===== config.mk =====
export PLATFORM = sky130hd
export DESIGN_NAME = dwl_ctrl_end_flat
export DESIGN_NICKNAME = d
export VERILOG_FILES = /design/src/dwl_pkg.sv /design/src/dwl_link_if.sv /design/src/dwl_ctrl_end.sv /design/src/flat_wrapper.sv
export SDC_FILE = /design/constraint.sdc
export NUM_CORES = 1
export LEC_CHECK = 0
export BUFFER_PORTS_ARGS = -buffer_cell sky130_fd_sc_hd__buf_2
export CAP_MARGIN = 30
export CELL_PAD_IN_SITES_DETAIL_PLACEMENT = 1
export CELL_PAD_IN_SITES_GLOBAL_PLACEMENT = 1
export CORE_UTILIZATION = 25
export DETAILED_ROUTE_END_ITERATION = 7
export PLACE_DENSITY = 0.56
export SETUP_SLACK_MARGIN = 0.3
export SKIP_LAST_GASP = 1
export SLEW_MARGIN = 10
export SYNTH_ARGS = -nofsm -noshare
export SYNTH_HDL_FRONTEND = slang
export SYNTH_SLANG_ARGS = --single-unit

===== constraint.sdc =====
create_clock -name ref_clk_i -period 1.8 [get_ports ref_clk_i]
set_input_delay 0.18 -clock ref_clk_i [delete_from_list [all_inputs] [get_ports ref_clk_i]]
set_output_delay 0.18 -clock ref_clk_i [all_outputs]
set_load 0.1 [all_outputs]

===== src/dwl_pkg.sv =====
// Shared constants, types and helper functions for the write-leveling timing link.
package dwl_pkg;
	// Clock rates and the divider that makes the link clock.
	localparam int REF_PERIOD_PS = 8000;
	localparam int CK_DIV = 2;
	localparam int CK_PERIOD_PS = REF_PERIOD_PS * CK_DIV;

	// Rounds a time in ns up to whole link clock cycles.
	function automatic int ns_to_ck(input int ns);
		return (ns * 1000 + CK_PERIOD_PS - 1) / CK_PERIOD_PS;
	endfunction

	// Controller-side timing counts, in link clock cycles except the two given in ns.
	localparam int WL_ENABLE_TO_FIRST_STROBE = 40;
	localparam int WL_ENABLE_TO_STROBE_DRIVE = 25;
	localparam int MODE_REG_DELAY = 4;
	localparam int WRITE_RECOVERY_TIME_NS = 15;
	localparam int WRITE_RECOVERY_CK = ns_to_ck(WRITE_RECOVERY_TIME_NS);
	localparam int REFRESH_TO_POWERDOWN = 1;
	localparam int POWERDOWN_EXIT_LOCKED_LOOP_NS = 24;
	localparam int POWERDOWN_EXIT_LOCKED_LOOP_MIN = 10;
	localparam int PD_LOCKED_CK = ns_to_ck(POWERDOWN_EXIT_LOCKED_LOOP_NS);
	localparam int POWERDOWN_EXIT_LOCKED_LOOP_CK = (PD_LOCKED_CK > POWERDOWN_EXIT_LOCKED_LOOP_MIN) ?
		PD_LOCKED_CK : POWERDOWN_EXIT_LOCKED_LOOP_MIN;

	// Device-side timing counts, in link clock cycles.
	localparam int ZQ_SHORT_CYCLES = 64;
	localparam int ROW_BUSY_CYCLES = 4;
	localparam int REFRESH_BUSY_CYCLES = 20;
	localparam int BURST_EIGHT_TAIL = 4;
	localparam int BURST_CHOP_FOUR_TAIL = 2;
	localparam int CWL_BASE = 5;
	localparam int WR_PIPE_W = 18;
	localparam int ODT_HIST_W = 16;

	// Link commands.
	typedef enum logic [2:0] {
		CMD_NOP = 3'h0,
		CMD_MRS = 3'h1,
		CMD_ACT = 3'h2,
		CMD_PRE = 3'h3,
		CMD_REF = 3'h4,
		CMD_WR = 3'h5,
		CMD_ZQCS = 3'h6
	} dwl_cmd_t;

	// Mode register fields, selected by bank address.
	localparam logic [2:0] BA_MODE_REG_ZERO = 3'h0;
	localparam logic [2:0] BA_MODE_REG_ONE = 3'h1;
	localparam logic [2:0] BA_MODE_REG_TWO = 3'h2;
	localparam int MR0_BURST_LSB = 0;
	localparam int MR0_WR_LSB = 9;
	localparam int MR1_WL_BIT = 7;
	localparam int MR2_CWL_LSB = 3;
	localparam int MR2_WRTERM_LSB = 9;
	localparam int WR_CHOP_BIT = 12;
	localparam logic [1:0] BURST_OTF = 2'h1;
	localparam logic [1:0] BURST_CHOP_FOUR_FIXED = 2'h2;

	// APB register map.
	localparam logic [11:0] REG_CTRL = 12'h000;
	localparam logic [11:0] REG_CMD = 12'h004;
	localparam logic [11:0] REG_STATUS = 12'h008;
	localparam int CTRL_CKE_BIT = 0;
	localparam int CTRL_ODT_BIT = 1;
	localparam int CTRL_STROBE_EN_BIT = 2;
	localparam int CTRL_STROBE_PULSE_BIT = 3;
	localparam int CTRL_DLL_FROZEN_BIT = 4;
	localparam int CTRL_RESET_BIT = 5;
	localparam logic [5:0] CTRL_RESET_VAL = 6'h20;
	localparam int CMD_CODE_LSB = 0;
	localparam int CMD_BA_LSB = 4;
	localparam int CMD_ADDR_LSB = 16;
endpackage


===== src/dwl_link_if.sv =====
// Interface joining the controller end and the memory device end.
`timescale 1ns/10ps
`default_nettype none
interface dwl_link_if;
	logic ck;
	logic rst;
	logic cke;
	dwl_pkg::dwl_cmd_t cmd;
	logic [2:0] ba;
	logic [15:0] addr;
	logic odt;
	logic dqs;
	logic dqs_oe;
	logic wl_fb;
	logic zq_busy;

	// The controller makes the clock and drives commands and strobes.
	modport ctrl (output ck, rst, cke, cmd, ba, addr, odt, dqs, dqs_oe, input wl_fb, zq_busy);
	// The device follows the link clock and reports feedback and calibration.
	modport sdram (input ck, rst, cke, cmd, ba, addr, odt, dqs, dqs_oe, output wl_fb, zq_busy);
endinterface
`default_nettype wire


===== src/dwl_ctrl_end.sv =====
// Controller end: APB registers, link clock divider and cycle-timing counters.
// What this block and the device end do
// Strobe first edge waits 40 cycles after enable.
// Strobe drive waits 25 cycles after enable.
// Device drops termination 0.3-0.7 clock after latency.
// Dynamic termination change skew 0.3-0.7 clock.
// Cycle timings count real clock edges.
// Nanosecond times round up to clock cycles.
// Write recovery cycles go into mode register zero.
// Internal write starts latency plus four or two.
// Device accepts power-down while operations finish.
// Power-down after refresh waits its minimum.
// Short calibration completes within 64 cycles.
// Each timing has a down-counter gating commands.
//
// Implementation choices: register access over APB and the address map.
`timescale 1ns/10ps
`default_nettype none
module dwl_ctrl_end (
	// Clock and reset.
	input wire logic ref_clk_i,
	input wire logic sys_rst_i,
	// APB slave.
	input wire logic psel_i,
	input wire logic penable_i,
	input wire logic pwrite_i,
	input wire logic [11:0] paddr_i,
	input wire logic [31:0] pwdata_i,
	output logic [31:0] prdata_o,
	output logic pready_o,
	output logic pslverr_o,
	// Link to the memory device.
	dwl_link_if.ctrl link
);
	// Maps write recovery cycles to the mode register zero code.
	function automatic logic [2:0] wr_code(input int cyc);
		if (cyc <= 5) begin
			return 3'h1;
		end else if (cyc <= 8) begin
			return 3'(cyc - 4);
		end else if (cyc <= 10) begin
			return 3'h5;
		end else if (cyc <= 12) begin
			return 3'h6;
		end else if (cyc <= 14) begin
			return 3'h7;
		end
		return 3'h0;
	endfunction

	localparam logic [2:0] WR_FIELD = wr_code(dwl_pkg::WRITE_RECOVERY_CK);

	logic ck_r;
	logic tick;
	logic [5:0] ctrl_r;
	logic strobe_req_r;
	logic cmd_pend_r;
	dwl_pkg::dwl_cmd_t cmd_code_r;
	logic [2:0] cmd_ba_r;
	logic [15:0] cmd_addr_r;
	logic [31:0] prdata_r;
	logic [5:0] mrd_cnt_r;
	logic [5:0] first_cnt_r;
	logic [5:0] drive_cnt_r;
	logic [5:0] pd_cnt_r;
	dwl_pkg::dwl_cmd_t link_cmd_r;
	logic [2:0] link_ba_r;
	logic [15:0] link_addr_r;
	logic link_cke_r;
	logic link_odt_r;
	logic link_dqs_r;
	logic link_oe_r;
	logic fb_s1_r;
	logic fb_s2_r;
	logic zq_s1_r;
	logic zq_s2_r;
	logic wr_acc;
	logic rd_setup;
	logic mapped;
	logic issue;
	logic wl_enable_mrs;
	logic [15:0] issue_addr;
	logic link_oe_nxt;

	// APB decode; every access completes with no wait state.
	assign mapped = (paddr_i == dwl_pkg::REG_CTRL) || (paddr_i == dwl_pkg::REG_CMD) ||
		(paddr_i == dwl_pkg::REG_STATUS);
	assign wr_acc = psel_i && penable_i && pwrite_i && mapped;
	assign rd_setup = psel_i && !penable_i && !pwrite_i;
	assign pready_o = 1'b1;
	assign pslverr_o = psel_i && penable_i && !mapped;
	assign prdata_o = prdata_r;

	// Link clock divider; tick marks the ref edge on which the link clock falls.
	always_ff @(posedge ref_clk_i) begin
		if (sys_rst_i) begin
			ck_r <= 1'b0;
		end else begin
			ck_r <= !ck_r;
		end
	end
	assign tick = ck_r;

	// Control register, with a self-clearing strobe pulse request.
	always_ff @(posedge ref_clk_i) begin
		if (sys_rst_i) begin
			ctrl_r <= dwl_pkg::CTRL_RESET_VAL;
		end else if (wr_acc && paddr_i == dwl_pkg::REG_CTRL) begin
			ctrl_r <= pwdata_i[5:0];
		end
	end

	// A pulse request set by software wins over the clear in the same cycle.
	always_ff @(posedge ref_clk_i) begin
		if (sys_rst_i) begin
			strobe_req_r <= 1'b0;
		end else if (wr_acc && paddr_i == dwl_pkg::REG_CTRL &&
			pwdata_i[dwl_pkg::CTRL_STROBE_PULSE_BIT]) begin
			strobe_req_r <= 1'b1;
		end else if (tick && link_oe_r && link_oe_nxt && first_cnt_r == 6'h0) begin
			strobe_req_r <= 1'b0;
		end
	end

	// Command register; a write while a command is pending is ignored.
	always_ff @(posedge ref_clk_i) begin
		if (sys_rst_i) begin
			cmd_pend_r <= 1'b0;
			cmd_code_r <= dwl_pkg::CMD_NOP;
			cmd_ba_r <= 3'h0;
			cmd_addr_r <= 16'h0;
		end else if (wr_acc && paddr_i == dwl_pkg::REG_CMD && !cmd_pend_r) begin
			cmd_pend_r <= 1'b1;
			cmd_code_r <= dwl_pkg::dwl_cmd_t'(pwdata_i[dwl_pkg::CMD_CODE_LSB +: 3]);
			cmd_ba_r <= pwdata_i[dwl_pkg::CMD_BA_LSB +: 3];
			cmd_addr_r <= pwdata_i[dwl_pkg::CMD_ADDR_LSB +: 16];
		end else if (issue) begin
			cmd_pend_r <= 1'b0;
		end
	end

	// A pending command goes out with clock enable high; a mode register write also waits for its counter to run down.
	assign issue = tick && cmd_pend_r && link_cke_r &&
		(cmd_code_r != dwl_pkg::CMD_MRS || mrd_cnt_r == 6'h0);
	assign wl_enable_mrs = issue && cmd_code_r == dwl_pkg::CMD_MRS &&
		cmd_ba_r == dwl_pkg::BA_MODE_REG_ONE && cmd_addr_r[dwl_pkg::MR1_WL_BIT];

	// Strobe drive for the next link cycle; a pulse needs the drive in the cycle before it and in its own cycle.
	assign link_oe_nxt = ctrl_r[dwl_pkg::CTRL_STROBE_EN_BIT] && drive_cnt_r == 6'h0 &&
		!wl_enable_mrs;

	// Mode register zero always carries the rounded write recovery code.
	always_comb begin
		issue_addr = cmd_addr_r;
		if (cmd_code_r == dwl_pkg::CMD_MRS && cmd_ba_r == dwl_pkg::BA_MODE_REG_ZERO) begin
			issue_addr[dwl_pkg::MR0_WR_LSB +: 3] = WR_FIELD;
		end
	end

	// Down-counters in link clock cycles, one per constraint.
	always_ff @(posedge ref_clk_i) begin
		if (sys_rst_i) begin
			mrd_cnt_r <= 6'h0;
			first_cnt_r <= 6'h0;
			drive_cnt_r <= 6'h0;
			pd_cnt_r <= 6'h0;
		end else if (tick) begin
			if (issue && cmd_code_r == dwl_pkg::CMD_MRS) begin
				mrd_cnt_r <= 6'(dwl_pkg::MODE_REG_DELAY - 1);
			end else if (mrd_cnt_r != 6'h0) begin
				mrd_cnt_r <= mrd_cnt_r - 6'h1;
			end
			if (wl_enable_mrs) begin
				first_cnt_r <= 6'(dwl_pkg::WL_ENABLE_TO_FIRST_STROBE - 1);
				drive_cnt_r <= 6'(dwl_pkg::WL_ENABLE_TO_STROBE_DRIVE - 1);
			end else begin
				if (first_cnt_r != 6'h0) begin
					first_cnt_r <= first_cnt_r - 6'h1;
				end
				if (drive_cnt_r != 6'h0) begin
					drive_cnt_r <= drive_cnt_r - 6'h1;
				end
			end
			if (issue && cmd_code_r == dwl_pkg::CMD_REF) begin
				pd_cnt_r <= ctrl_r[dwl_pkg::CTRL_DLL_FROZEN_BIT] ?
					6'(dwl_pkg::POWERDOWN_EXIT_LOCKED_LOOP_CK - 1) :
					6'(dwl_pkg::REFRESH_TO_POWERDOWN - 1);
			end else if (pd_cnt_r != 6'h0) begin
				pd_cnt_r <= pd_cnt_r - 6'h1;
			end
		end
	end

	// Link command, address and bank; a command stands one link cycle.
	always_ff @(posedge ref_clk_i) begin
		if (sys_rst_i) begin
			link_cmd_r <= dwl_pkg::CMD_NOP;
			link_ba_r <= 3'h0;
			link_addr_r <= 16'h0;
		end else if (tick) begin
			link_cmd_r <= issue ? cmd_code_r : dwl_pkg::CMD_NOP;
			if (issue) begin
				link_ba_r <= cmd_ba_r;
				link_addr_r <= issue_addr;
			end
		end
	end

	// Clock enable, termination request and strobe; clock enable never falls under a command.
	always_ff @(posedge ref_clk_i) begin
		if (sys_rst_i) begin
			link_cke_r <= 1'b0;
			link_odt_r <= 1'b0;
			link_dqs_r <= 1'b0;
			link_oe_r <= 1'b0;
		end else if (tick) begin
			if (ctrl_r[dwl_pkg::CTRL_CKE_BIT]) begin
				link_cke_r <= 1'b1;
			end else if (pd_cnt_r == 6'h0 && !issue) begin
				link_cke_r <= 1'b0;
			end
			link_odt_r <= ctrl_r[dwl_pkg::CTRL_ODT_BIT];
			link_oe_r <= link_oe_nxt;
			link_dqs_r <= strobe_req_r && link_oe_r && link_oe_nxt && first_cnt_r == 6'h0;
		end
	end

	// Feedback and calibration status cross from the link clock.
	always_ff @(posedge ref_clk_i) begin
		if (sys_rst_i) begin
			fb_s1_r <= 1'b0;
			fb_s2_r <= 1'b0;
			zq_s1_r <= 1'b0;
			zq_s2_r <= 1'b0;
		end else begin
			fb_s1_r <= link.wl_fb;
			fb_s2_r <= fb_s1_r;
			zq_s1_r <= link.zq_busy;
			zq_s2_r <= zq_s1_r;
		end
	end

	// Read data is captured in the setup cycle.
	always_ff @(posedge ref_clk_i) begin
		if (sys_rst_i) begin
			prdata_r <= 32'h0;
		end else if (rd_setup) begin
			unique case (paddr_i)
				dwl_pkg::REG_CTRL: prdata_r <= {26'h0, ctrl_r};
				dwl_pkg::REG_CMD: prdata_r <= {cmd_addr_r, 9'h0, cmd_ba_r, 1'b0, cmd_code_r};
				dwl_pkg::REG_STATUS: prdata_r <= {26'h0, pd_cnt_r != 6'h0, first_cnt_r == 6'h0,
					drive_cnt_r == 6'h0, zq_s2_r, fb_s2_r, cmd_pend_r};
				default: prdata_r <= 32'h0;
			endcase
		end
	end

	// Link outputs.
	assign link.ck = ck_r;
	assign link.rst = ctrl_r[dwl_pkg::CTRL_RESET_BIT];
	assign link.cmd = link_cmd_r;
	assign link.ba = link_ba_r;
	assign link.addr = link_addr_r;
	assign link.cke = link_cke_r;
	assign link.odt = link_odt_r;
	assign link.dqs = link_dqs_r;
	assign link.dqs_oe = link_oe_r;
endmodule // dwl_ctrl_end
`default_nettype wire


===== src/flat_wrapper.sv =====
// flat-port wrapper written by rule: the top's interface ports become plain ports
module dwl_ctrl_end_flat 
  (ref_clk_i, sys_rst_i, psel_i, penable_i, pwrite_i, paddr_i, pwdata_i, prdata_o, pready_o, pslverr_o, link_ck, link_rst, link_cke, link_cmd, link_ba, link_addr, link_odt, link_dqs, link_dqs_oe, link_wl_fb, link_zq_busy);
  dwl_link_if link_i ();
  input wire logic ref_clk_i;
  input wire logic sys_rst_i;
  input wire logic psel_i;
  input wire logic penable_i;
  input wire logic pwrite_i;
  input wire logic [11:0] paddr_i;
  input wire logic [31:0] pwdata_i;
  output logic [31:0] prdata_o;
  output logic pready_o;
  output logic pslverr_o;
  output wire logic [$bits(link_i.ck)-1:0] link_ck;
  output wire logic [$bits(link_i.rst)-1:0] link_rst;
  output wire logic [$bits(link_i.cke)-1:0] link_cke;
  output wire logic [$bits(link_i.cmd)-1:0] link_cmd;
  output wire logic [$bits(link_i.ba)-1:0] link_ba;
  output wire logic [$bits(link_i.addr)-1:0] link_addr;
  output wire logic [$bits(link_i.odt)-1:0] link_odt;
  output wire logic [$bits(link_i.dqs)-1:0] link_dqs;
  output wire logic [$bits(link_i.dqs_oe)-1:0] link_dqs_oe;
  input wire logic [$bits(link_i.wl_fb)-1:0] link_wl_fb;
  input wire logic [$bits(link_i.zq_busy)-1:0] link_zq_busy;
  assign link_ck = link_i.ck;
  assign link_rst = link_i.rst;
  assign link_cke = link_i.cke;
  assign link_cmd = link_i.cmd;
  assign link_ba = link_i.ba;
  assign link_addr = link_i.addr;
  assign link_odt = link_i.odt;
  assign link_dqs = link_i.dqs;
  assign link_dqs_oe = link_i.dqs_oe;
  assign link_i.wl_fb = link_wl_fb;
  assign link_i.zq_busy = link_zq_busy;
  dwl_ctrl_end u_core (.ref_clk_i(ref_clk_i), .sys_rst_i(sys_rst_i), .psel_i(psel_i), .penable_i(penable_i), .pwrite_i(pwrite_i), .paddr_i(paddr_i), .pwdata_i(pwdata_i), .prdata_o(prdata_o), .pready_o(pready_o), .pslverr_o(pslverr_o), .link(link_i));
endmodule

# Word level (Yosys, flattened, before mapping)
# Index checks and enable logic that the tools add are counted.
# op_classes
add_sub_neg,4
n_mul,0
div,0
n_lt_le_gt_ge,0
n_eq_ne,6
shift,0
mux,18
bitwise_logic,0
n_reduce_logical,60
# ops
operator,count
one-hot mux 32 bit (3 select lines),1
2-to-1 mux 6 bit,8
logical AND 1 bit,27
logical NOT 6 bit,4
nonzero test 6 bit,4
subtractor 6 x 1 -> 6 bit (second input constant),4
nonzero test 2 bit,7
== test 12 x 3 -> 1 bit (second input constant),1
== test 12 x 4 -> 1 bit (second input constant),1
logical NOT 12 bit,1
AND reduction 2 bit,6
logical NOT 1 bit,7
== test 3 x 1 -> 1 bit (second input constant),2
2-to-1 mux 1 bit,6
2-to-1 mux 3 bit,2
2-to-1 mux 4 bit,1
== test 3 bit (second input constant),1
logical NOT 3 bit,1
logical OR 1 bit,3
inequality test 3 x 1 -> 1 bit (second input constant),1
# word_totals
register_bits,117
latch_bits,0
mem_bits_rw,0
romBits,0
input_bits,51
output_inout_bits,62
wordCells,111
n_memories,0

# Logic depth before layout (Yosys ltp)
# Gate-level depths: netlist of run 1.
# logic_depth
word_depth,12
mapped_depth,7
ltp_nobuf,6

# Worst setup path after synthesis of run 1
# OpenSTA, ideal clock, no wires.
# synth_timing
path_kind,register -> register
startpoint,"register u_core.ck_r, in the netlist u_core.link.ck"
endpoint,register u_core.first_cnt_r[1]
setup_time_ps,88
t_arrival_ps,2100
required_time_ps,1712
setup_slack_ps,-389
path_stages_with_launch,7
n_path_buf,2
synth_period_minus_slack_ps,2189
path_cell_list,dfxtp_1 > and3_1 > buf_4 > nand4_4 > or2_1 > buf_2 > a311oi_2
# synth_between
elab_chain_len,8
elab_cells_between_ends,9
classes_between,mux (1); reduce/logical (8)
# synth_rtl
element,line_no,source
"start, declared",dwl_ctrl_end.sv:53,logic ck_r;
"start signal, assigned",dwl_ctrl_end.sv:99,ck_r <= !ck_r;
logical AND 1 bit (3 in series),dwl_ctrl_end.sv:143,assign issue = tick && cmd_pend_r && link_cke_r &&
logical AND 1 bit (2 in series),dwl_ctrl_end.sv:145,assign wl_enable_mrs = issue && cmd_code_r == dwl_pkg::CMD_MRS &&
logical AND 1 bit,dwl_ctrl_end.sv:146,cmd_ba_r == dwl_pkg::BA_MODE_REG_ONE && cmd_addr_r[dwl_pkg::MR1_WL_BIT];
nonzero test 2 bit (no source line),-,
AND reduction 2 bit (no source line),-,
"end signal, assigned",dwl_ctrl_end.sv:174,first_cnt_r <= 6'(dwl_pkg::WL_ENABLE_TO_FIRST_STROBE - 1);
"end signal, assigned",dwl_ctrl_end.sv:178,first_cnt_r <= first_cnt_r - 6'h1;
"end, declared",dwl_ctrl_end.sv:63,logic [5:0] first_cnt_r;
# Several ways; a longest one is shown, not always the timed one.
# A chain may end at the register's enable or synchronous reset.

# Final worst setup path of run 1
# layout_timing
startpoint,register u_core.drive_cnt_r[1]
endpoint,"register u_core.prdata_r[3], in the netlist u_core.prdata_o[3]"
# layout_between
elab_chain_len,2
# layout_rtl
element,line_no,source
"start, declared",dwl_ctrl_end.sv:64,logic [5:0] drive_cnt_r;
"start signal, assigned",dwl_ctrl_end.sv:175,drive_cnt_r <= 6'(dwl_pkg::WL_ENABLE_TO_STROBE_DRIVE - 1);
"start signal, assigned",dwl_ctrl_end.sv:181,drive_cnt_r <= drive_cnt_r - 6'h1;
logical NOT 6 bit,dwl_ctrl_end.sv:252,"drive_cnt_r == 6'h0, zq_s2_r, fb_s2_r, cmd_pend_r};"
one-hot mux 32 bit (3 select lines),dwl_ctrl_end.sv:248,unique case (paddr_i)
"end signal, assigned",dwl_ctrl_end.sv:249,"dwl_pkg::REG_CTRL: prdata_r <= {26'h0, ctrl_r};"
"end signal, assigned",dwl_ctrl_end.sv:250,"dwl_pkg::REG_CMD: prdata_r <= {cmd_addr_r, 9'h0, cmd_ba_r, 1'b0, cmd_code_r};"
"end signal, assigned",dwl_ctrl_end.sv:251,"dwl_pkg::REG_STATUS: prdata_r <= {26'h0, pd_cnt_r != 6'h0, first_cnt_r == 6'h0,"
"end, declared",dwl_ctrl_end.sv:61,logic [31:0] prdata_r;
# Every way passes these cells.

==> metrics.md, run 1 <==
| Metric | Value |
|---|---|
| Outcome | `complete, no violations` |
| Mapped Area | `4742 µm²` |
| Post-route minimum period | `1.661 ns` |
| Die width | `139.7 µm` |
| CP required | `2.07 ns` |
| Worst Hold Launch | `link_wl_fb` |
| Register area | `2188 µm²` |
| Slew Viols, Final | `0` |
| Switching Fraction | `34.63%` |
| Min-delay worst type | `input pin to flip-flop` |
| Hold path cells | `2` |
| CTS HTree Levels | `3` |
| Final net count | `704` |
| Setup crit start kind | `flip-flop` |
| Mux cell area share after synthesis | `6.359%` |
| Clk_lat worst skew | `0.35 ns` |
| Worst path arrival time | `1.93 ns` |
| Initial antenna violation count | `0` |
| Layout area overhead | `39.89%` |
| Std-Cell Rows | `50` |
| Synth Area in Compound Gates | `17.39%` |
| Endpoint class of the critical path | `flip-flop` |
| Residual DRC | `0` |
| Final hold vios | `0` |
| Post-synthesis adder-cell area fraction | `1.847%` |
| Worst reg2reg endpoint | `u_core.prdata_o[3]` |
| Internal | `0.005195 W` |
| 1st-iter DRT viols | `141` |
| Setup CP Type | `flip-flop to flip-flop` |
| Reg power frac | `36.6%` |
| Final WL | `15,290 µm` |
| DP Worst Slack | `0.02772 ns` |
| Part of the power in the clock network | `26.1%` |
| Antenna Nets Post-Route | `0` |
| Psw | `0.002752 W` |
| Post-synth EDFFs | `0` |
| Setup Skew | `0.01133 ns` |
| Num ports | `113` |
| Most common cell after layout, fill and taps aside | `dfxtp_1` |
| Final setup margin | `0.1391 ns` |
| Layout cells sized above 1 | `41.32%` |
| Synth async-reset ratio | `0%` |
| Starting Density | `25.44%` |
| Hold slack | `0.04826 ns` |
| Grt ovf | `0` |
| RSZ-0062 raised after global routing | `true` |
| Maxcap violations | `0` |
| Combinational share of power | `37.3%` |
| Leakage | `2.598 nW` |
| Max-Slew Margin vs Limit | `65.60%` |
| Drt via density | `4.854` |
| PwrDens | `1198 nW/µm²` |
| Post-Synth Simple-Gate Area | `21.21%` |
| Worst reg2reg setup slack | `0.14 ns` |
| Origin of the critical flop-to-flop path | `u_core.drive_cnt_r[1]` |
| Sequential fraction of the synthesis area | `45.59%` |
| Final setup TNS | `0 ns` |
| Final worst path period share | `92.27%` |
| Maximum VDD drop | `0.0007716 V` |
| CTS Buf Count | `9` |
| Syn Area/Cell | `9.172 µm²` |
| Pin count of the biggest net entering global routing | `54` |
| Global Route Usage Sum | `15.47%` |
| Worst-Margin Slew | `0.5195 ns` |
| Tot Pwr | `0.007946 W` |
| Number of fill cells in the layout | `2,128` |
| Clock sink count | `108` |
| Post-synthesis xor/xnor area fraction | `1.478%` |
| Die area | `19,520 µm²` |
| Final setup fails | `0` |
| Fmax | `602.1 MHz` |
| Antenna diodes | `0` |
| CTS Root Cell | `clkbuf_16` |
| Placed wire-length estimate | `10,460 µm` |
| DR vias | `4,296` |
| Pre-antenna DRT Iters | `4` |
| Port bufs | `93` |
| TritonCTS clock tree | `done` |
| Crit-path max FO | `5` |
| Die H | `139.7 µm` |
| Commonest non-fill, non-tap cells in the layout | `dfxtp_1 (93), buf_2 (92), nand2_1 (66)` |
| Core Area | `18,640 µm²` |
| Clock tree buffer depth | `2` |
| Cells after Synth | `517` |
| GP Congestion | `0.7553` |
| Worst Hold Path EP | `u_core.fb_s1_r` |
| Yosys warnings | `0` |
| Synth Flop Type | `dfxtp_1` |
| FF-to-FF path depth | `7` |
| Drt wl/cell | `17.28 µm` |
| Vias in the first global route | `4,439` |
| CTS clk-pin slew, worst paths | `0.07 ns` |
| Multi-input logic area | `2733 µm²` |
| Flops & latches, synth | `108` |
| Hold-fix buffer count after cts | `0` |
| First-pass GRT wire length | `23,910 µm` |
| Largest family of logic cells by synthesized area | `simple AND/OR/NAND/NOR gates` |
| Yosys cell types | `64` |
## how the worst max path moves through the flow
stage,start,end,slack [ns],cells past startpoint
2_1_floorplan,u_core.link.ck,u_core.first_cnt_r[1],0.10,6
3_3_place_gp,u_core.drive_cnt_r[0],u_core.strobe_req_r,0.08,6
3_5_place_dp,u_core.drive_cnt_r[0],u_core.strobe_req_r,0.03,6
4_1_cts,u_core.drive_cnt_r[1],u_core.prdata_o[3],0.12,7
5_1_grt,u_core.drive_cnt_r[1],u_core.prdata_o[3],0.05,7
6_report,u_core.drive_cnt_r[1],u_core.prdata_o[3],0.14,7
## sequential cells by signal, summed over array words and instances (netlist names), 3 cells and up
register            count
u_core.link.ba          3
u_core.link.addr       16
u_core.cmd_code_r       3
u_core.link.cmd         3
u_core.pd_cnt_r         6
u_core.mrd_cnt_r        6
u_core.prdata_o        23
u_core.first_cnt_r      6
u_core.drive_cnt_r      6
u_core.cmd_addr_r      16
u_core.cmd_ba_r         3
u_core.ctrl_r           6
## cell type report
cell class	instances	area share, %
Multi-Input combinational cell	362	41.19
Sequential cell	108	32.99
Timing Repair Buffer	153	15.96
Clock buffer	13	4.413
Tap cell	234	4.413
Inverter	12	0.6790
Clock inverter	3	0.3584
## synth_stat cells (7+ instances only)
cell	n	area, µm²
a21oi_1	39	195.2
a22o_1	23	201.4
buf_4	12	90.09
clkbuf_1	19	71.32
dfxtp_1	108	2162
ha_1	7	87.58
inv_1	11	41.29
mux2i_1	29	290.3
nand2_1	67	251.5
nand3_1	28	140.1
nand4_1	7	43.79
nor2_1	17	63.81
nor2b_1	9	56.30
nor3_1	13	65.06
o21ai_0	35	175.2
## what timing repair did
| item | in CTS | in global routing |
|---|---|---|
| endpoints found under the setup margin | 40 | 49 |
| buffers inserted | 16 | 11 |
| pin swaps | 17 | 32 |
| gates cloned | 1 | 1 |
| resized for setup | 37 | 77 |
| endpoints found under the hold margin | 0 | 0 |
## through the flow
stage / cells / instance area (µm²) / util (%)
after floorplan: 525 / 4843 / -
after global placement: 840 / 5658 / 30.35
after detailed placement: 840 / 5658 / 30.35
after CTS: 873 / 6227 / 33.40
after global routing: 885 / 6634 / 35.58
final: 885 / 6634 / 35.58
## kinds of logic after synthesis
kind of cell / Yosys count
AOI/OAI and AO/OA: 128
muxes: 30
adders and majority gates: 7
other: 2
buffers and inverters: 55
xor gates and xnor gates: 8
and+or+nand+nor: 179
DFF: 108
## power by group through the flow
stage	clock, W	sequential, W	combinational (W)
floorplan	0	0.00286	0.00163
global placement	0	0.00290	0.00213
detailed placement	0	0.00290	0.00222
CTS	0.00215	0.00288	0.00271
global route	0.00224	0.00295	0.00323
finish	0.00208	0.00291	0.00296
## critical path, stage by stage (launching register included)
cell	delay [ns]
dfxtp_2	0.33
inv_2	0.08
ha_4	0.13
or4b_4	0.48
nor2_4	0.16
buf_6	0.12
mux2i_4	0.07
o31ai_2	0.20
## routing by layer
metal	vias up	track usage [%]	wire, µm
met5	-	0	0
li1	2102	-	-
met1	2093	19.46	7111
met4	0	4.164	190
met2	88	26.61	7412
met3	13	3.269	578
(Power assumes the default switching activity.)
==> run 2, diff against run 1 <==
--- a/config.mk
+++ b/config.mk
@@ -12,4 +12,5 @@
 export CORE_UTILIZATION = 25
 export DETAILED_ROUTE_END_ITERATION = 7
+export GPL_TIMING_DRIVEN = 0
 export PLACE_DENSITY = 0.56
 export SETUP_SLACK_MARGIN = 0.3
==> constraint.sdc (replaced) <==
create_clock -name ref_clk_i -period 1.8 [get_ports ref_clk_i]
set_input_delay 0.18 -clock ref_clk_i [delete_from_list [all_inputs] [get_ports ref_clk_i]]
set_output_delay 0.18 -clock ref_clk_i [all_outputs]
set_load 0.02 [all_outputs]
==> run 2 against run 1 <==
Compared with the run above:
- non-clock buffer count up 27
- first-iteration DRC count up 16%
- worst setup slack worse by 0.10 ns
- critical path type unchanged
- combinational power up 2%
- clock power down 6%
- utilization up 0.23 points
- largest power group unchanged
==> metrics.md, run 2 (synthesis gave the netlist of run 1 again) <==
| Metric | Value |
|---|---|
| Crit-path cells | `inv_2 > ha_4 > or4b_4 > nor2_4 > o2111ai_2 > a31o_2` |
| Core Area | `18,640 µm² (unchanged)` |
| Most common cell after layout, fill and taps aside | `dfxtp_1` |
| Max reg flops | `23 (unchanged)` |
| First-pass GRT wire length | `25,510 µm (+6.7%)` |
| Worst path arrival time | `2.01 ns (+0.08 ns)` |
| Register area | `2192 µm² (+0.17%)` |
| CTS clk-pin slew, worst paths | `0.07 ns (about the same)` |
| Residual DRC | `0 (unchanged)` |
| Number of fill cells in the layout | `2,186 (+2.7%)` |
| PwrDens | `1188 nW/µm² (-0.79%)` |
| Internal | `0.005114 W (-1.6%)` |
| Min-delay worst type | `input pin to flip-flop` |
| Hold slack | `0.03557 ns (-0.01269 ns)` |
| Final setup TNS | `0 ns (unchanged)` |
| Commonest non-fill, non-tap cells in the layout | `dfxtp_1 (94), buf_2 (93), nand2_1 (65)` |
| Post-route minimum period | `1.762 ns (+0.1008 ns)` |
| Endpoint class of the critical path | `flip-flop` |
| Placed wire-length estimate | `11,690 µm (+12%)` |
| Clock sink count | `108 (unchanged)` |
| WP buf/inv | `1 (-1)` |
| Layout area overhead | `40.82%` |
| Antenna diodes | `0 (unchanged)` |
| Setup Skew | `0.007274 ns (-0.004055 ns)` |
| Max-Slew Margin vs Limit | `40.15% (-25 points)` |
| Maximum VDD drop | `0.0005199 V (-33%)` |
| Initial antenna violation count | `0 (unchanged)` |
| Final hold vios | `0 (unchanged)` |
| Maxcap violations | `0 (unchanged)` |
| Drt via density | `4.955 (+2.1%)` |
| CTS Root Cell | `clkbuf_16` |
| Clk_lat worst skew | `0.36 ns (about the same)` |
| Combinational share of power | `38.1% (+0.8 points)` |
| Cell at the slowest stage of the critical path | `or4b_4` |
| DP Worst Slack | `-0.1511 ns (-0.1788 ns)` |
| Part of the power in the clock network | `24.7% (-1.4 points)` |
| Slew Viols, Final | `0 (unchanged)` |
| Final net count | `731 (+3.8%)` |
| Port bufs | `92 (-1.1%)` |
| Die area | `19,520 µm² (unchanged)` |
| Final setup fails | `0 (unchanged)` |
| Global Route Usage Sum | `16.88% (+1.4 points)` |
| CP top delay family | `simple AND/OR/NAND/NOR gates` |
| DR vias | `4,519 (+5.2%)` |
| Psw | `0.002822 W (+2.6%)` |
| Setup CP Type | `flip-flop to flip-flop` |
| Final setup margin | `0.03830 ns (-0.1008 ns)` |
| Fmax | `567.6 MHz (-5.7%)` |
| Pre-antenna DRT Iters | `4 (unchanged)` |
| GP Congestion | `0.7680 (+1.7%)` |
| Pin count of the biggest net entering global routing | `19 (-65%)` |
| Reg power frac | `37.2% (+0.6 points)` |
| CTS Buf Count | `9 (unchanged)` |
| Final worst path period share | `97.87% (+5.6 points)` |
| Setup crit start kind | `flip-flop` |
| TritonCTS clock tree | `done` |
| Crit-path max FO | `5 (unchanged)` |
| Area post-placement | `5570 µm² (-1.5%)` |
| Antenna Nets Post-Route | `0 (unchanged)` |
| Die width | `139.7 µm (unchanged)` |
| Leakage | `2.649 nW (+1.9%)` |
| Grt ovf | `0 (unchanged)` |
| Clock tree buffer depth | `2 (unchanged)` |
| Layout cells sized above 1 | `40.71% (-0.61 points)` |
| 1st-iter DRT viols | `163 (+16%)` |
| Multi-input logic area | `2721 µm² (-0.41%)` |
| Drt wl/cell | `18.22 µm (+5.5%)` |
| RSZ-0062 raised after global routing | `true` |
| Die H | `139.7 µm (unchanged)` |
| Vias in the first global route | `4,523 (+1.9%)` |
| Tot Pwr | `0.007936 W (-0.13%)` |
| Final WL | `16,620 µm (+8.7%)` |
| Design Area, Final | `6678 µm² (+0.66%)` |
| Switching Fraction | `35.56% (+0.93 points)` |
| Starting Density | `25.44% (unchanged)` |
| Worst-Margin Slew | `0.8978 ns (+0.3783 ns)` |
| Outcome | `complete, no violations` |
| CTS HTree Levels | `3 (unchanged)` |
| Std-Cell Rows | `50 (unchanged)` |
| CP required | `2.05 ns (-0.02 ns)` |
| Num ports | `113 (unchanged)` |
| Largest stage delay on the critical path | `0.51 ns (+0.03 ns)` |
[run 2: cell types whose count changed in the layout (fill, tap and decap cells not counted), moves of 7 or more]
| cell | change |
|---|---|
| nand3_1 | +12 |
| nand3_2 | -7 |
| o21ai_0 | -15 |
| clkbuf_1 | +15 |
| o21ai_2 | +13 |
| buf_4 | +7 |
[run 2: path summary, 6_finish.rpt]
| path | from | endpoint | slack (ns) | cells past startpoint |
|---|---|---|---|---|
| setup / recovery | u_core.drive_cnt_r[1] | u_core.strobe_req_r | 0.04 | 6 |
| hold / removal | link_wl_fb | u_core.fb_s1_r | 0.04 | 2 |
| setup reg to reg | u_core.drive_cnt_r[1] | u_core.strobe_req_r | 0.04 | 6 |
| hold reg to reg | u_core.fb_s1_r | u_core.fb_s2_r | 0.45 | 1 |
[run 2: layer usage]
metal	share of wire, %	wire length (µm)	GRT usage, %	vias up
li1	-	-	-	2161
met1	45	7403	20.86	2221
met2	50	8239	28.97	114
met3	4.0	658	3.579	23
met4	1.9	318	5.726	0
met5	0	0	0	-
[run 2: layout make-up]
| type | instances | area share [%] |
|---|---|---|
| multi-input combinational | 362 | 40.75 |
| buffer | 43 | 4.478 |
| sequential | 108 | 32.83 |
| clock inverter | 6 | 0.6745 |
| timing repair buffer | 137 | 12.57 |
| tap | 234 | 4.384 |
| clock buffer | 10 | 3.579 |
| inverter | 12 | 0.7307 |
[run 2: per-stage QoR]
step | cells | util [%]
final | 912 | 35.82
after floorplan | 525 | -
after CTS | 893 | 34.10
after detailed placement | 851 | 29.88
after global routing | 912 | 35.82
after global placement | 851 | 29.88
[run 2: power groups by stage]
stage / sequential [W] / clock (W) / combinational (W)
floorplan: 0.00285 / 0 / 0.00154
global placement: 0.00290 / 0 / 0.00196
detailed placement: 0.00291 / 0 / 0.00202
CTS: 0.00292 / 0.00203 / 0.00265
global route: 0.00298 / 0.00212 / 0.00326
finish: 0.00295 / 0.00196 / 0.00302
[run 2: worst reg2reg max path, stage by stage, from the launching register on]
cell       delay (ns)
dfxtp_2          0.33
inv_2            0.07
ha_4             0.14
or4b_4           0.51
nor2_4           0.21
o2111ai_2        0.16
a31o_2           0.23
[run 2: what timing repair did]
action                                  in CTS  in global routing
buffers inserted                            22                 19
resized for setup                          101                 52
hold buffers                                 0                  0
endpoints found under the setup margin      55                 68
pin swaps                                   37                 29
gates cloned                                 4                  0
==> run 3, diff against run 2 <==
REMOVE_ABC_BUFFERS = 1   (was default)
==> run 3 against run 2 <==
Compared with the run above:
- power grew 2.6%
- clock power is essentially flat
- cell area shrank 4.2%
- utilization fell by 1.5 points
==> metrics.md, run 3 (synthesis gave the netlist of run 1 again) <==
| Metric | Value |
|---|---|
| Outcome | `complete, no violations` |
| Register area | `2182 µm² (-0.46%)` |
| Post-route minimum period | `1.714 ns (-0.04743 ns)` |
| Tot Pwr | `0.008138 W (+2.6%)` |
| Most common cell after layout, fill and taps aside | `dfxtp_1` |
| Commonest non-fill, non-tap cells in the layout | `dfxtp_1 (96), buf_2 (93), nand2_1 (66)` |
| Layout area overhead | `34.88%` |
| Pin count of the biggest net entering global routing | `56 (+37)` |
| Largest stage delay on the critical path | `0.47 ns (-0.04 ns)` |
| Die width | `139.7 µm (unchanged)` |
| CTS Root Cell | `clkbuf_16` |
| CTS HTree Levels | `3 (unchanged)` |
| TritonCTS clock tree | `done` |
| Worst path arrival time | `1.93 ns (-0.08 ns)` |
| Initial antenna violation count | `0 (unchanged)` |
| Clock sink count | `108 (unchanged)` |
| PwrDens | `1272 nW/µm² (+7.1%)` |
| Maxcap violations | `0 (unchanged)` |
| Antenna Nets Post-Route | `0 (unchanged)` |
| First-pass GRT wire length | `23,820 µm (-6.6%)` |
| Num ports | `113 (unchanged)` |
| Final worst path period share | `95.24% (-2.6 points)` |
| RSZ-0062 raised after global routing | `true` |
| Clk_lat worst skew | `0.36 ns (about the same)` |
| Cell at the slowest stage of the critical path | `or4bb_4` |
| Crit-path cells | `inv_2 > ha_4 > or4bb_4 > nor4_4 > buf_4 > nand4b_1 > a21oi_1` |
| Final hold vios | `0 (unchanged)` |
| Port bufs | `93 (+1.1%)` |
| Starting Density | `25.44% (unchanged)` |
| Setup crit start kind | `flip-flop` |
| Number of fill cells in the layout | `2,138 (-2.2%)` |
| Switching Fraction | `34.91% (-0.65 points)` |
| DR vias | `4,293 (-5.0%)` |
| Min-delay worst type | `input pin to flip-flop` |
| Crit-path max FO | `4 (-1)` |
| Die H | `139.7 µm (unchanged)` |
| Hold-fix buffer count after cts | `0 (unchanged)` |
| Die area | `19,520 µm² (unchanged)` |
| 1st-iter DRT viols | `158 (-3.1%)` |
| Setup Skew | `0.007279 ns (+0.000005250 ns)` |
| Vias in the first global route | `4,379 (-3.2%)` |
| Global Route Usage Sum | `15.68% (-1.2 points)` |
| CTS Buf Count | `9 (unchanged)` |
| Final setup fails | `0 (unchanged)` |
| CP required | `2.02 ns (-0.03 ns)` |
| Grt ovf | `0 (unchanged)` |
| Final setup TNS | `0 ns (unchanged)` |
| Std-Cell Rows | `50 (unchanged)` |
| Antenna diodes | `0 (unchanged)` |
| Worst-Margin Slew | `0.7525 ns (-0.1453 ns)` |
| Placed wire-length estimate | `10,210 µm (-13%)` |
| Endpoint class of the critical path | `flip-flop` |
| CTS clk-pin slew, worst paths | `0.07 ns (about the same)` |
| Worst reg2reg setup slack | `0.09 ns (+0.05 ns)` |
| Pre-antenna DRT Iters | `4 (unchanged)` |
| Final net count | `689 (-5.7%)` |
| Max-Slew Margin vs Limit | `49.83% (+9.7 points)` |
| Design Area, Final | `6396 µm² (-4.2%)` |
| Maximum VDD drop | `0.0005233 V (+0.65%)` |
| Internal | `0.005297 W (+3.6%)` |
| Clock tree buffer depth | `2 (unchanged)` |
| Layout cells sized above 1 | `35.85% (-4.9 points)` |
| Drt via density | `4.934 (-0.41%)` |
| Psw | `0.002841 W (+0.67%)` |
| Residual DRC | `0 (unchanged)` |
| Area post-placement | `5399 µm² (-3.1%)` |
| Part of the power in the clock network | `24.5% (-0.2 points)` |
| Fmax | `583.3 MHz (+2.8%)` |
| Max reg flops | `23 (unchanged)` |
| GP Congestion | `0.7645 (-0.46%)` |
| Core Util, Final | `34.31% (-1.5 points)` |
| Final WL | `15,350 µm (-7.6%)` |
| Leakage | `2.502 nW (-5.5%)` |
| Multi-input logic area | `2664 µm² (-2.1%)` |
| Drt wl/cell | `17.65 µm (-3.2%)` |
| Combinational share of power | `39.4% (+1.3 points)` |
| Core Area | `18,640 µm² (unchanged)` |
| Setup CP Type | `flip-flop to flip-flop` |
| Slew Viols, Final | `0 (unchanged)` |
| Reg power frac | `36.1% (-1.1 points)` |
run 3: cell count changes in the layout (fill, tap and decap cells not counted), sizes merged:
cell / before / now
clkinv: 3 / 4
bufinv: 0 / 1
inv: 14 / 12
a21boi: 1 / 2
buf: 161 / 137
clkbuf: 29 / 10
run 3: timing repair:
item                                    4_1_cts  5_1_grt
setup buffers                                29       10
resized for setup                            60       35
pin swaps                                    20       17
cloned                                        1        0
endpoints found under the setup margin       92       78
hold endpoints to repair                      0        0
run 3: cell type report:
type | instances | area share (%)
tap | 234 | 4.577
inverter | 12 | 0.8216
clock inverter | 6 | 1.017
sequential | 108 | 34.12
multi-input combinational | 363 | 41.65
timing repair buffer | 137 | 14.24
clock buffer | 10 | 3.580
run 3: path summary, 6_finish.rpt:
kind | startpoint | endpoint | cells after the start
setup / recovery | u_core.mrd_cnt_r[0] | u_core.link.dqs_oe | 7
hold / removal | link_wl_fb | u_core.fb_s1_r | 2
setup reg to reg | u_core.mrd_cnt_r[0] | u_core.link.dqs_oe | 7
hold reg to reg | u_core.fb_s1_r | u_core.fb_s2_r | 1
run 3: critical path, delay by kind of cell (launching register included):
family / cells / cell delay [ns]
fa+ha+maj: 1 / 0.16
buf+inv: 2 / 0.28
flops: 1 / 0.33
compound gates: 1 / 0.07
simple gates: 3 / 0.74
run 3: power by group through the flow:
stage,clock network (W),logic (W),registers (W)
finish,0.00199,0.00320,0.00294
global route,0.00216,0.00346,0.00297
CTS,0.00206,0.00276,0.00290
detailed placement,0,0.00187,0.00291
global placement,0,0.00176,0.00290
floorplan,0,0.00138,0.00285
run 3: per-layer routing:
| metal | up-vias | global-route usage (%) | share of wire, % | routed length (µm) |
|---|---|---|---|---|
| met3 | 13 | 4.095 | 4.0 | 619 |
| met2 | 95 | 27.45 | 50 | 7619 |
| met1 | 2109 | 19.01 | 45 | 6958 |
| met5 | - | 0 | 0 | 0 |
| li1 | 2076 | - | - | - |
| met4 | 0 | 3.817 | 1.0 | 156 |
run 3: metrics by stage:
step	hold WS [ns]	cells	setup WS [ns]
4_1_cts	0.02411	860	0.02375
3_3_place_gp	0.3995	809	-1.250
2_1_floorplan	0.2479	482	-0.4556
6_report	0.03292	870	0.08573
3_5_place_dp	0.4005	814	-0.8544
5_1_grt	0.02084	870	0.007796
